**src/spish_map.svh**
```systemverilog
// Constants of the serial host port: link codes, command fields, register map.
// Assumes the includer has a 200 MHz system clock.
`ifndef SPISH_MAP_SVH
`define SPISH_MAP_SVH

// ****************************************
// Link codes
// ****************************************
`define SPISH_INIT0 8'h12
`define SPISH_INIT1 8'h4a
`define SPISH_INIT2 8'h5c
`define SPISH_OK 8'h58
`define SPISH_FAIL 8'h52
`define SPISH_BUSY 8'h54
`define SPISH_TOKEN 8'h55
`define SPISH_IDLE 8'h00

// ****************************************
// Command fields
// ****************************************
`define SPISH_TYPE 7:6
`define SPISH_TYPE_RW 2'b01
`define SPISH_WR 5
`define SPISH_MEM 4
`define SPISH_LONG 2
`define SPISH_SLEN 1:0
`define SPISH_GRAN 7:6
`define SPISH_GRAN8 2'b00
`define SPISH_GRAN32 2'b01
`define SPISH_LAST8 5'd7
`define SPISH_LAST32 5'd31
`define SPISH_CMD_LAST 4'd3
`define SPISH_ADR_LAST 4'd7
`define SPISH_INIT_LAST 4'd2

// ****************************************
// Timing
// ****************************************
`define SPISH_CLK_PS 5000
`define SPISH_SCLK_MIN_PS 12500
`define SPISH_HALF_MIN ((`SPISH_SCLK_MIN_PS / 2 + `SPISH_CLK_PS - 1) / `SPISH_CLK_PS)
`define SPISH_HALF 8'd8

// ****************************************
// Controller registers (word index = adr[3:2])
// ****************************************
`define SPISH_REG_CTRL 2'd0
`define SPISH_REG_TXD 2'd1
`define SPISH_REG_RXD 2'd2
`define SPISH_REG_STAT 2'd3
`define SPISH_CTRL_SEL 0
`define SPISH_CTRL_W32 1

`endif

```
**src/spish_pkg.sv**
```systemverilog
// Types shared by both ends of the serial host port.
// Assumes nothing of its surroundings.
package spish_pkg;

  // Phase of the device's transfer engine.
  typedef enum logic [2:0] {
    SPISH_P_CMD,
    SPISH_P_RESP,
    SPISH_P_WAIT,
    SPISH_P_TOK,
    SPISH_P_DATA
  } spish_phase_t;

endpackage : spish_pkg

```
**src/spish_if.sv**
```systemverilog
// Link between the host master end and the device slave end.
// Assumes the bench joins the two modports; output line reads low when undriven.
`timescale 1ns/1ps
interface spish_if;
  logic sclk;
  logic sel_n;
  logic mosi;
  logic miso;
  logic miso_oe;
  logic miso_line;
  logic host_event_line;

  // Resolved level of the shared output data line.
  assign miso_line = miso_oe ? miso : 1'b0;

  modport dev (
    input  sclk,
    input  sel_n,
    input  mosi,
    output miso,
    output miso_oe,
    output host_event_line
  );

  modport host (
    output sclk,
    output sel_n,
    output mosi,
    input  miso_line,
    input  host_event_line
  );
endinterface : spish_if

```
**src/spish_sync.sv**
```systemverilog
// Two-flop synchroniser for a group of pins, with edge pulses for bit 0.
// Assumes every input is asynchronous to clk_i.
`timescale 1ns/1ps
module spish_sync #(
  parameter int W = 1
) (
  input  wire logic         clk_i,
  input  wire logic         rst_i,
  input  wire logic [W-1:0] d_i,
  output logic      [W-1:0] q_o,
  output logic              rise_o,
  output logic              fall_o
);
  logic [W-1:0] m_q;
  logic [W-1:0] s_q;
  logic         old_q;

  // One two-stage chain per bit.
  for (genvar i = 0; i < W; i++)
  begin : g_bit
    always_ff @(posedge clk_i)
    begin
      if (rst_i)
      begin
        m_q[i] <= 1'b0;
        s_q[i] <= 1'b0;
      end
      else
      begin
        m_q[i] <= d_i[i];
        s_q[i] <= m_q[i];
      end
    end
  end

  // Edge finder looks only at the second stage.
  always_ff @(posedge clk_i)
  begin
    if (rst_i)
      old_q <= 1'b0;
    else
      old_q <= s_q[0];
  end

  assign q_o    = s_q;
  assign rise_o = s_q[0] & ~old_q;
  assign fall_o = ~s_q[0] & old_q;
endmodule : spish_sync

```
**src/spish_dev.sv**
```systemverilog
// Device end: serial slave that decodes commands and answers with status codes.
// Assumes the host makes the serial clock well below a quarter of clk_i.
`timescale 1ns/1ps
`include "spish_map.svh"
module spish_dev
  import spish_pkg::*;
(
  input  wire logic   clk_i,
  input  wire logic   rst_i,
  spish_if.dev        link,
  input  wire logic   int_act_low_i,
  input  wire logic [3:0] event_i,
  input  wire logic   busy_i,
  input  wire logic   rd_valid_i,
  input  wire logic [31:0] rd_data_i,
  output logic        rd_take_o,
  output logic        cmd_valid_o,
  output logic [31:0] cmd_o,
  output logic [31:0] addr_o,
  output logic        wr_valid_o,
  output logic [31:0] wr_data_o,
  output logic        ready_o
);
  // ****************************************
  // Pin sampling
  // ****************************************
  logic [2:0]   pin_s;
  logic         rise;
  logic         fall;
  logic         sel_n_s;
  logic         mosi_s;

  // Serial clock on bit 0 for edges; select enters inverted so reset reads as idle.
  spish_sync #(.W(3)) u_sync (
    .clk_i  (clk_i),
    .rst_i  (rst_i),
    .d_i    ({link.mosi, !link.sel_n, link.sclk}),
    .q_o    (pin_s),
    .rise_o (rise),
    .fall_o (fall)
  );
  assign sel_n_s = !pin_s[1];
  assign mosi_s  = pin_s[2];

  // ****************************************
  // Engine state
  // ****************************************
  spish_phase_t ph_q;
  logic [4:0]   bit_q;
  logic [3:0]   nb_q;
  logic [31:0]  sh_q;
  logic [31:0]  tx_q;
  logic [31:0]  cmd_q;
  logic [31:0]  adr_q;
  logic [15:0]  rem_q;
  logic         ok_q;
  logic         rd_q;
  logic         g32_q;
  logic         init_q;
  logic         evt_q;
  logic         oe_q;

  logic         wide;
  logic         last;
  logic [7:0]   rx_b;
  logic [31:0]  full_c;
  logic [7:0]   c1;
  logic         init_end;
  logic         cmd_end;
  logic [7:0]   code;
  logic [15:0]  len;
  logic [15:0]  step;

  // Place an 8-bit value at the top of an 8-bit unit so its MSB leaves first, or in the low byte of a 32-bit unit.
  function automatic logic [31:0] unit8(input logic [7:0] v, input logic w32);
    unit8 = w32 ? {24'h0, v} : {v, 24'h0};
  endfunction : unit8

  // Unit width and completion of the current unit.
  always_comb
  begin
    wide     = g32_q && (ph_q == SPISH_P_WAIT || ph_q == SPISH_P_TOK || ph_q == SPISH_P_DATA);
    last     = rise && !sel_n_s && (bit_q == (wide ? `SPISH_LAST32 : `SPISH_LAST8));
    rx_b     = {sh_q[6:0], mosi_s};
    full_c   = (nb_q == `SPISH_CMD_LAST) ? {cmd_q[23:0], rx_b} : cmd_q;
    c1       = full_c[31:24];
    step     = g32_q ? 16'd4 : 16'd1;
    init_end = (nb_q == `SPISH_INIT_LAST) && (cmd_q[15:0] == {`SPISH_INIT0, `SPISH_INIT1})
               && (rx_b == `SPISH_INIT2);
    cmd_end  = ((nb_q == `SPISH_CMD_LAST) && !c1[`SPISH_MEM]) || (nb_q == `SPISH_ADR_LAST);
    len      = c1[`SPISH_LONG] ? {full_c[7:0], full_c[15:8]} :
               ((c1[`SPISH_SLEN] == 2'b00) ? 16'd4 : {14'h0, c1[`SPISH_SLEN]});
    // Status code for the command or init sequence just completed.
    if (init_end)
      code = init_q ? `SPISH_FAIL : (busy_i ? `SPISH_BUSY : `SPISH_OK);
    else if (!init_q)
      code = `SPISH_FAIL;
    else if (c1[`SPISH_TYPE] != `SPISH_TYPE_RW || (full_c[23:22] != `SPISH_GRAN8 && full_c[23:22] != `SPISH_GRAN32))
      code = `SPISH_FAIL;
    else if (busy_i)
      code = `SPISH_BUSY;
    else
      code = `SPISH_OK;
  end

  // ****************************************
  // Transfer engine
  // ****************************************
  // Shifts in on rising edges and out on falling edges; select high aborts.
  always_ff @(posedge clk_i)
  begin
    cmd_valid_o <= 1'b0;
    wr_valid_o  <= 1'b0;
    rd_take_o   <= 1'b0;
    if (rst_i)
    begin
      ph_q   <= SPISH_P_CMD;
      bit_q  <= 5'd0;
      nb_q   <= 4'd0;
      sh_q   <= 32'h0;
      tx_q   <= 32'h0;
      cmd_q  <= 32'h0;
      adr_q  <= 32'h0;
      rem_q  <= 16'h0;
      ok_q   <= 1'b0;
      rd_q   <= 1'b0;
      g32_q  <= 1'b0;
      init_q <= 1'b0;
      cmd_o  <= 32'h0;
      addr_o <= 32'h0;
      wr_data_o <= 32'h0;
    end
    else if (sel_n_s)
    begin
      ph_q  <= SPISH_P_CMD;
      bit_q <= 5'd0;
      nb_q  <= 4'd0;
      tx_q  <= 32'h0;
    end
    else if (last)
    begin
      bit_q <= 5'd0;
      sh_q  <= {sh_q[30:0], mosi_s};
      unique case (ph_q)
        SPISH_P_CMD:
        begin
          nb_q <= nb_q + 4'd1;
          if (nb_q <= `SPISH_CMD_LAST)
            cmd_q <= {cmd_q[23:0], rx_b};
          else
            adr_q <= {adr_q[23:0], rx_b};
          if (init_end || cmd_end)
          begin
            ph_q  <= SPISH_P_RESP;
            tx_q  <= unit8(code, 1'b0);
            ok_q  <= !init_end && code == `SPISH_OK;
            rd_q  <= !c1[`SPISH_WR];
            g32_q <= full_c[23:22] == `SPISH_GRAN32;
            rem_q <= len;
            if (init_end && code == `SPISH_OK)
              init_q <= 1'b1;
            if (!init_end && code == `SPISH_OK)
            begin
              cmd_valid_o <= 1'b1;
              cmd_o       <= full_c;
              addr_o      <= (nb_q == `SPISH_ADR_LAST) ? {adr_q[23:0], rx_b} : 32'h0;
            end
          end
        end
        SPISH_P_RESP, SPISH_P_WAIT:
        begin
          if (!ok_q || rem_q == 16'h0)
          begin
            ph_q <= SPISH_P_CMD;
            nb_q <= 4'd0;
            tx_q <= 32'h0;
          end
          else if (!rd_q)
          begin
            ph_q <= SPISH_P_DATA;
            tx_q <= 32'h0;
          end
          else if (rd_valid_i)
          begin
            ph_q <= SPISH_P_TOK;
            tx_q <= unit8(`SPISH_TOKEN, g32_q);
          end
          else
          begin
            ph_q <= SPISH_P_WAIT;
            tx_q <= unit8(`SPISH_IDLE, g32_q);
          end
        end
        SPISH_P_TOK:
        begin
          ph_q      <= SPISH_P_DATA;
          tx_q      <= g32_q ? rd_data_i : unit8(rd_data_i[7:0], 1'b0);
          rd_take_o <= 1'b1;
        end
        SPISH_P_DATA:
        begin
          if (!rd_q)
          begin
            wr_valid_o <= 1'b1;
            wr_data_o  <= g32_q ? {sh_q[30:0], mosi_s} : {24'h0, rx_b};
          end
          if (rem_q <= step)
          begin
            ph_q <= SPISH_P_CMD;
            nb_q <= 4'd0;
            tx_q <= 32'h0;
          end
          else
          begin
            rem_q <= rem_q - step;
            if (rd_q)
            begin
              tx_q      <= g32_q ? rd_data_i : unit8(rd_data_i[7:0], 1'b0);
              rd_take_o <= 1'b1;
            end
          end
        end
      endcase
    end
    else if (rise)
    begin
      bit_q <= bit_q + 5'd1;
      sh_q  <= {sh_q[30:0], mosi_s};
    end
    else if (fall && bit_q != 5'd0)
      tx_q <= {tx_q[30:0], 1'b0};
  end

  // ****************************************
  // Pins and event line
  // ****************************************
  // Output driver is released whenever select is high.
  always_ff @(posedge clk_i)
  begin
    if (rst_i)
      oe_q <= 1'b0;
    else
      oe_q <= !sel_n_s;
  end

  // Level event: any pending cause, inverted when active low is chosen.
  always_ff @(posedge clk_i)
  begin
    if (rst_i)
      evt_q <= 1'b0;
    else
      evt_q <= (|event_i) ^ int_act_low_i;
  end

  assign link.miso            = tx_q[31];
  assign link.miso_oe         = oe_q;
  assign link.host_event_line = evt_q;
  assign ready_o              = init_q;
endmodule : spish_dev

```
**src/flat_wrapper.sv**
```systemverilog
// flat-port wrapper written by rule: the top's interface ports become plain ports
module spish_dev_flat import spish_pkg::*;
  (clk_i, rst_i, int_act_low_i, event_i, busy_i, rd_valid_i, rd_data_i, rd_take_o, cmd_valid_o, cmd_o, addr_o, wr_valid_o, wr_data_o, ready_o, link_sclk, link_sel_n, link_mosi, link_miso, link_miso_oe, link_host_event_line);
  spish_if link_i ();
  input  wire logic clk_i;
  input  wire logic rst_i;
  input  wire logic int_act_low_i;
  input  wire logic [3:0] event_i;
  input  wire logic busy_i;
  input  wire logic rd_valid_i;
  input  wire logic [31:0] rd_data_i;
  output logic rd_take_o;
  output logic cmd_valid_o;
  output logic [31:0] cmd_o;
  output logic [31:0] addr_o;
  output logic wr_valid_o;
  output logic [31:0] wr_data_o;
  output logic ready_o;
  input wire logic [$bits(link_i.sclk)-1:0] link_sclk;
  input wire logic [$bits(link_i.sel_n)-1:0] link_sel_n;
  input wire logic [$bits(link_i.mosi)-1:0] link_mosi;
  output wire logic [$bits(link_i.miso)-1:0] link_miso;
  output wire logic [$bits(link_i.miso_oe)-1:0] link_miso_oe;
  output wire logic [$bits(link_i.host_event_line)-1:0] link_host_event_line;
  assign link_i.sclk = link_sclk;
  assign link_i.sel_n = link_sel_n;
  assign link_i.mosi = link_mosi;
  assign link_miso = link_i.miso;
  assign link_miso_oe = link_i.miso_oe;
  assign link_host_event_line = link_i.host_event_line;
  spish_dev u_core (.clk_i(clk_i), .rst_i(rst_i), .link(link_i), .int_act_low_i(int_act_low_i), .event_i(event_i), .busy_i(busy_i), .rd_valid_i(rd_valid_i), .rd_data_i(rd_data_i), .rd_take_o(rd_take_o), .cmd_valid_o(cmd_valid_o), .cmd_o(cmd_o), .addr_o(addr_o), .wr_valid_o(wr_valid_o), .wr_data_o(wr_data_o), .ready_o(ready_o));
endmodule
```
**config.mk**
```make
export PLATFORM = sky130hd
export DESIGN_NAME = spish_dev_flat
export DESIGN_NICKNAME = d
export VERILOG_FILES = /design/src/spish_pkg.sv /design/src/spish_if.sv /design/src/spish_sync.sv /design/src/spish_dev.sv /design/src/flat_wrapper.sv
export VERILOG_INCLUDE_DIRS = /design/src
export SDC_FILE = /design/constraint.sdc
export NUM_CORES = 1
export LEC_CHECK = 0
export ABC_CLOCK_PERIOD_IN_PS = 3720
export BUFFER_PORTS_ARGS = -buffer_cell sky130_fd_sc_hd__buf_2
export CORE_ASPECT_RATIO = 1.75
export CORE_UTILIZATION = 45
export CTS_CLUSTER_DIAMETER = 200
export DETAILED_ROUTE_END_ITERATION = 16
export PLACE_DENSITY = 0.61
export RECOVER_POWER = 100
export SYNTH_ARGS = -nofsm -noshare
export SYNTH_HDL_FRONTEND = slang
export SYNTH_SLANG_ARGS = --single-unit
```
**constraint.sdc**
```tcl
create_clock -name clk_i -period 3.72 [get_ports clk_i]
set_clock_uncertainty 0.05 [all_clocks]
set_input_delay 0.744 -clock clk_i [delete_from_list [all_inputs] [get_ports clk_i]]
set_output_delay 0.744 -clock clk_i [all_outputs]
set_load 0.005 [all_outputs]
```
Word level (Yosys, flattened, before mapping)
Cells that the tools add are included.
- $add $sub $neg: 3
- order comparisons: 2
- equal/unequal tests: 21
- multiplexer cells: 43
- bitwise gates (word level): 12
- reduce and logical (&&, ||, !) cells: 48
- operators by type and width (cell ; number):
    $mux W32 ; 13
    $pmux W32 S4 ; 1
    $mux W31 ; 3
    $mux W16 ; 3
    $mux W8 ; 4
    $pmux W16 S2 ; 1
    $reduce_and A4 Y1 ; 6
    $mux W3 ; 6
    $eq A16 B13 Y1 const B ; 1
    $eq A8 B7 Y1 const B ; 2
    $le A16 B16 Y1 ; 1
    $logic_not A16 Y1 ; 1
    $sub A16 B16 Y16 ; 1
    $reduce_and A5 Y1 ; 3
    $mux W4 ; 3
    $pmux W3 S4 ; 1
    $pmux W4 S3 ; 1
    $logic_and A1 B1 Y1 ; 10
    $not A1 Y1 ; 9
    $eq A4 B2 Y1 const B ; 2
    $ne A2 B1 Y1 const B ; 4
    $reduce_bool A2 Y1 ; 4
    $reduce_or A4 Y1 ; 2
    $eq A3 B2 Y1 const B ; 2
    27 further kinds ; 45
- register bits: 259
- bits of input ports: 44
- output and inout bits: 103
- logic and storage cells: 156

Depth between registers and ports, before layout
- word-level depth: 11
- gate-level depth with buffers: 11
- depth with buffers taken out: 9

Cells and area by module
A second synthesis with hierarchy kept.
- cells, all modules: 1154
- area total of the unflattened synthesis: 10606.4 sq um
- modules (own cells, without submodules) (module ; instances ; cells each ; area each (sq um) ; sequential area each (sq um)):
    spish_dev ; 1 ; 1138 ; 10410.0 ; 5044.8
    spish_sync ; 1 ; 16 ; 196.4 ; 140.1

Worst setup path after synthesis
OpenSTA, ideal clock, no wires.
- path kind: reg2reg
- start: register u_core.g32_q
- end: register u_core.tx_q[26]
- setup time: 0.070 ns
- data arrival time: 2.577 ns
- data required time: 3.600 ns
- slack: 1.023 ns
- cell stages (with the launch flop): 12
- buffers on the path: 2
- period minus slack after synthesis: 2.697 ns
- cell sequence: dfxtp_1 clkbuf_1 inv_1 ha_1 ha_1 nor2b_1 o22ai_1 a211o_2 a31oi_4 clkbuf_1 a21oi_1 a21oi_1
- word-level cells in the longest chain between the ends: 6
- elaborated cells between the ends (all ways): 20
- classes of those cells: 1 x order compare; 4 x eq/ne; 11 x mux; 4 x reduce/logical
- ends and longest elaborated chain (element ; line ; text):
    start, declared ; spish_dev.sv:58 ; logic g32_q;
    start signal, assigned ; spish_dev.sv:158 ; g32_q <= full_c[23:22] == `SPISH_GRAN32;
    parallel branches: the longest is 6 deep, another holds $le A16 B16 Y1 ; n/a ;
    end signal, assigned ; spish_dev.sv:155 ; tx_q <= unit8(code, 1'b0);
    end signal, assigned ; spish_dev.sv:186 ; tx_q <= unit8(`SPISH_TOKEN, g32_q);
    end signal, assigned ; spish_dev.sv:191 ; tx_q <= unit8(`SPISH_IDLE, g32_q);
    end, declared ; spish_dev.sv:52 ; logic [31:0] tx_q;
Parallel ways; which one is timed is not known. The select of a mux whose other input is x is not followed.
A chain may end at the register's enable or synchronous reset.

Worst setup path after layout
- start: register u_core.ph_q[2]
- end: register u_core.wr_data_o[19]
- word-level cells in the longest chain between the ends: 8
- elaborated cells between the ends (all ways): 10
- classes of those cells: 4 x eq/ne; 1 x mux; 5 x reduce/logical
- ends and longest elaborated chain (element ; line ; text):
    start, declared ; spish_dev.sv:48 ; spish_phase_t ph_q;
    start signal, assigned ; spish_dev.sv:117 ; ph_q <= SPISH_P_CMD;
    start signal, assigned ; spish_dev.sv:135 ; ph_q <= SPISH_P_CMD;
    start signal, assigned ; spish_dev.sv:154 ; ph_q <= SPISH_P_RESP;
    $eq A3 B2 Y1 ; spish_dev.sv:82 ; wide = g32_q && (ph_q == SPISH_P_WAIT || ph_q == SPISH_P_TOK || ph_q == SPISH_P_DATA);
    $logic_or A1 B1 Y1 (2 in series) ; spish_dev.sv:82 ;
    $logic_and A1 B1 Y1 ; spish_dev.sv:82 ;
    $mux W5 (no source line) ; n/a ;
    $eq A5 B5 Y1 ; spish_dev.sv:83 ; last = rise && !sel_n_s && (bit_q == (wide ? `SPISH_LAST32 : `SPISH_LAST8));
    $logic_and A1 B1 Y1 ; spish_dev.sv:83 ;
    $reduce_and A4 Y1 (no source line) (*) ; n/a ;
    end signal, assigned ; spish_dev.sv:205 ; wr_data_o <= g32_q ? {sh_q[30:0], mosi_s} : {24'h0, rx_b};
    end, declared ; spish_dev.sv:21 ; output logic [31:0] wr_data_o,
Every way passes the cells marked *; elsewhere a longest branch is shown, timed or not.

==> run_results.csv <==
group,metric,value,unit
detailed_routing,drt_pass1_iterations,7,
floorplanning,fp-row-count,73,
power_and_ir_drop,power.leakage,4.42,nW
clock_tree,post_cts_hold_buffer_count,0,
setup_path,worst-setup-path-type,"register to register",
clock_tree,cts-buffers-inserted,25,
detailed_routing,drt_wl_total,28400,um
clock_tree,path_clk_slew,60,ps
sta,finalSetupViolations,0,
detailed_routing,detail_route.iter0.violations,533,
setup_path,setup.worst_path.start_class,"register",
grt,grt_start_max_net_pins,161,
floorplanning,design.portCount,147,
setup_path,crit_path_max_fanout,21,
floorplanning,die_h,204,um
yosys,synth.yosys.seq_area_share,0.492,
place,gp_congestion,0.869,
setup_path,timing.critical_path.from,"u_core.ph_q[2]",
cells_and_area,final_core_util,0.535,
clock_tree,postCtsResizedCells,0,
clock_tree,cts_max_path_buffers,3,
yosys,synth-async-reset-ratio,0,
cells_and_area,post_route_cells_drive_above_1_share,0.147,
floorplanning,initial_utilization,0.462,
sta,ratio_of_final_minimum_period_to_clock_period,0.893,
place,dpl-instance-area,11500,um^2
detailed_routing,avgViaCountPerCell,5.55,
cells_and_area,inserted_diodes,0,
floorplanning,fp.coreArea,22800,um^2
yosys,syn-num-nets,1270,
setup_path,worst_setup_path_end_kind,"register",
grt,initial_antenna_violation_count,0,
sta,finalHoldViolCount,0,
detailed_routing,vias,9114,
clock_tree,ctsHtreeMaxLevel,1,
sta,fin_crit,3320,ps
cells_and_area,count_of_nets_after_finishing,1374,
grt,global_route.usage.total,0.234,
setup_path,timing.rr.start,"u_core.ph_q[2]",
power_and_ir_drop,vdd_drop_max,0.000394,V
clock_tree,clock_tree.root_cell,"clkbuf_16",
clock_tree,tritoncts_num_sinks,259,
sta,worst-slew-pin-transition,1840,ps
detailed_routing,drc_errors,0,
sta,maxSlewViolCount,193,
setup_path,crit_required,4160,ps
place,place_hpwl,19100,um
yosys,ys_ff_latch,259,
yosys,synthesis.area,10500,um^2
run_status,status,"complete, but fails checks",
grt,first_global_vias,8817,
yosys,synth_enable_flop_cells,0,
floorplanning,floorplan.die_area,24100,um^2
cells_and_area,post_route_design_area,12200,um^2
setup_path,worstPathArrival,3760,ps
yosys,synth.avg_cell_area,8.65,um^2
flow_run,drv.max_cap_violation_count,2,
sta,slew-limit-headroom,-0.228,
hold_path,hold_class,"primary input to register",
cells_and_area,area.growth.synth_to_final,15.9,%
sta,achievable-frequency,301,MHz
yosys,synth_top_flop_cell,"dfxtp_1",
clock_tree,postCtsSetupRepairBufs,0,
cells_and_area,num-fill-cells,2210,
yosys,synth_cell_type_count,73,
sta,setup_repair_after_global_routing_missed_its_margin,"no",
clock_tree,cts_tree,"done",
detailed_routing,routed_length_per_instance,17.3,um
setup_path,rr_worst_depth,8,
yosys,synth-warning-count,0,
run_status,violated_checks,"max-capacitance violations, max-slew violations",
power_and_ir_drop,power.density,452,nW/um^2
grt,grt_first_pass_wirelength,45900,um
clock_tree,clk_latency,550,ps
floorplanning,die_width,118,um
hold_path,timing.hold.worst.start,"link_sel_n",
place,port-buffer-count,146,
grt,grt.overflow.total,0,
detailed_routing,ant_nets,0,
hold_path,min_delay_path_depth,2,
cells_and_area,finalNonFillerCells,1641,
yosys,syn-instance-count,1219,
sta,finalSetupTns,0,ps
place,placed_cells,1596,
## synth_stat cells, types with 7 or more instances
cell,number,share of area
dfxtp_1,259,0.49
o32ai_1,7,0.0058
ha_1,7,0.0083
nand2_1,236,0.084
a211oi_1,34,0.024
nor2b_1,13,0.0077
mux2_2,9,0.0096
buf_2,17,0.0081
clkbuf_1,63,0.022
a22o_1,54,0.045
a21oi_1,142,0.067
mux2i_1,29,0.028
nor2_1,93,0.033
inv_1,16,0.0057
nand3_1,13,0.0062
a221oi_1,25,0.021
o21ai_0,45,0.021
buf_4,10,0.0071
buf_1,8,0.0028
nor3_1,23,0.011
## report_power, final
| group | total, mW | internal (mW) | switching [mW] |
|---|---|---|---|
| Sequential | 2.78 | 2.78 | 0.00240 |
| Combinational | 0.0880 | 0.0266 | 0.0613 |
| Clock | 2.66 | 1.54 | 1.12 |
| Total | 5.52 | 4.34 | 1.18 |
## registers in the layout, indices dropped and copies added, names as in the netlist, 4 cells and up
name / flops
u_core.addr_o: 32
u_core.adr_q: 24
u_core.bit_q: 5
u_core.cmd_o: 32
u_core.cmd_q: 32
u_core.nb_q: 4
u_core.rem_q: 16
u_core.sh_q: 31
u_core.tx_q: 32
u_core.wr_data_o: 32
## metal layers
metal | global-route usage | part of all wire | vias to the layer above
met5 | 0 | 0 | -
met4 | 0.114 | 0.040 | 0
met3 | 0.0284 | 0.042 | 65
met2 | 0.417 | 0.51 | 236
met1 | 0.277 | 0.41 | 4271
li1 | - | - | 4542
## layout make-up
| cell class | count | area [um^2] | share of cell area |
|---|---|---|---|
| multi-input combinational | 845 | 4870 | 0.398 |
| inverter | 16 | 60.1 | 0.00491 |
| clock inverter | 13 | 169 | 0.0138 |
| timing repair buffer | 176 | 875 | 0.0715 |
| clock buffer | 32 | 692 | 0.0566 |
| tap | 300 | 375 | 0.0307 |
| sequential | 259 | 5180 | 0.424 |
## cells in the final DEF, fill, tap and decap left out, drive strengths merged, types with 9 or more instances in the layout
cell    count
dfxtp     259
nand2     236
a21oi     142
buf       116
nor2       94
clkbuf     92
a22o       54
o21ai      47
a211oi     34
mux2i      29
a221oi     26
nor3       24
inv        18
nand3      14
nor2b      13
mux2        9
## worst max-delay path: stages (launching register included)
cell	delay (ps)
dfxtp_1	630
nor3b_1	310
o211a_1	260
o21a_1	180
buf_4	260
nand3_1	490
nor3_1	410
clkbuf_2	480
a22o_1	200
## through the flow
stage / hold slack (ps) / total power, mW / setup slack, ps
final: 285 / 5.52 / 398
after floorplan: 364 / 2.89 / 1020
after global routing: 277 / 5.69 / 204
after global placement: 372 / 2.93 / 665
after CTS: 264 / 5.58 / 643
after detailed placement: 380 / 2.93 / 702
## worst paths after layout
kind,endpoint,slack [ps]
min,u_core.u_sync.m_q[1],280
max reg2reg,u_core.wr_data_o[19],400
max,u_core.wr_data_o[19],400
min reg2reg,u_core.u_sync.q_o[1],390
## logic make-up after synthesis
family	synth area share
AOI/OAI and AO/OA	0.228
muxes	0.0371
adders and majority gates	0.00831
DFF	0.492
and+or+nand+nor	0.183
buffers and inverters	0.0466
xor gates and xnor gates	0.00581
Power figures use the tool's default switching activity.
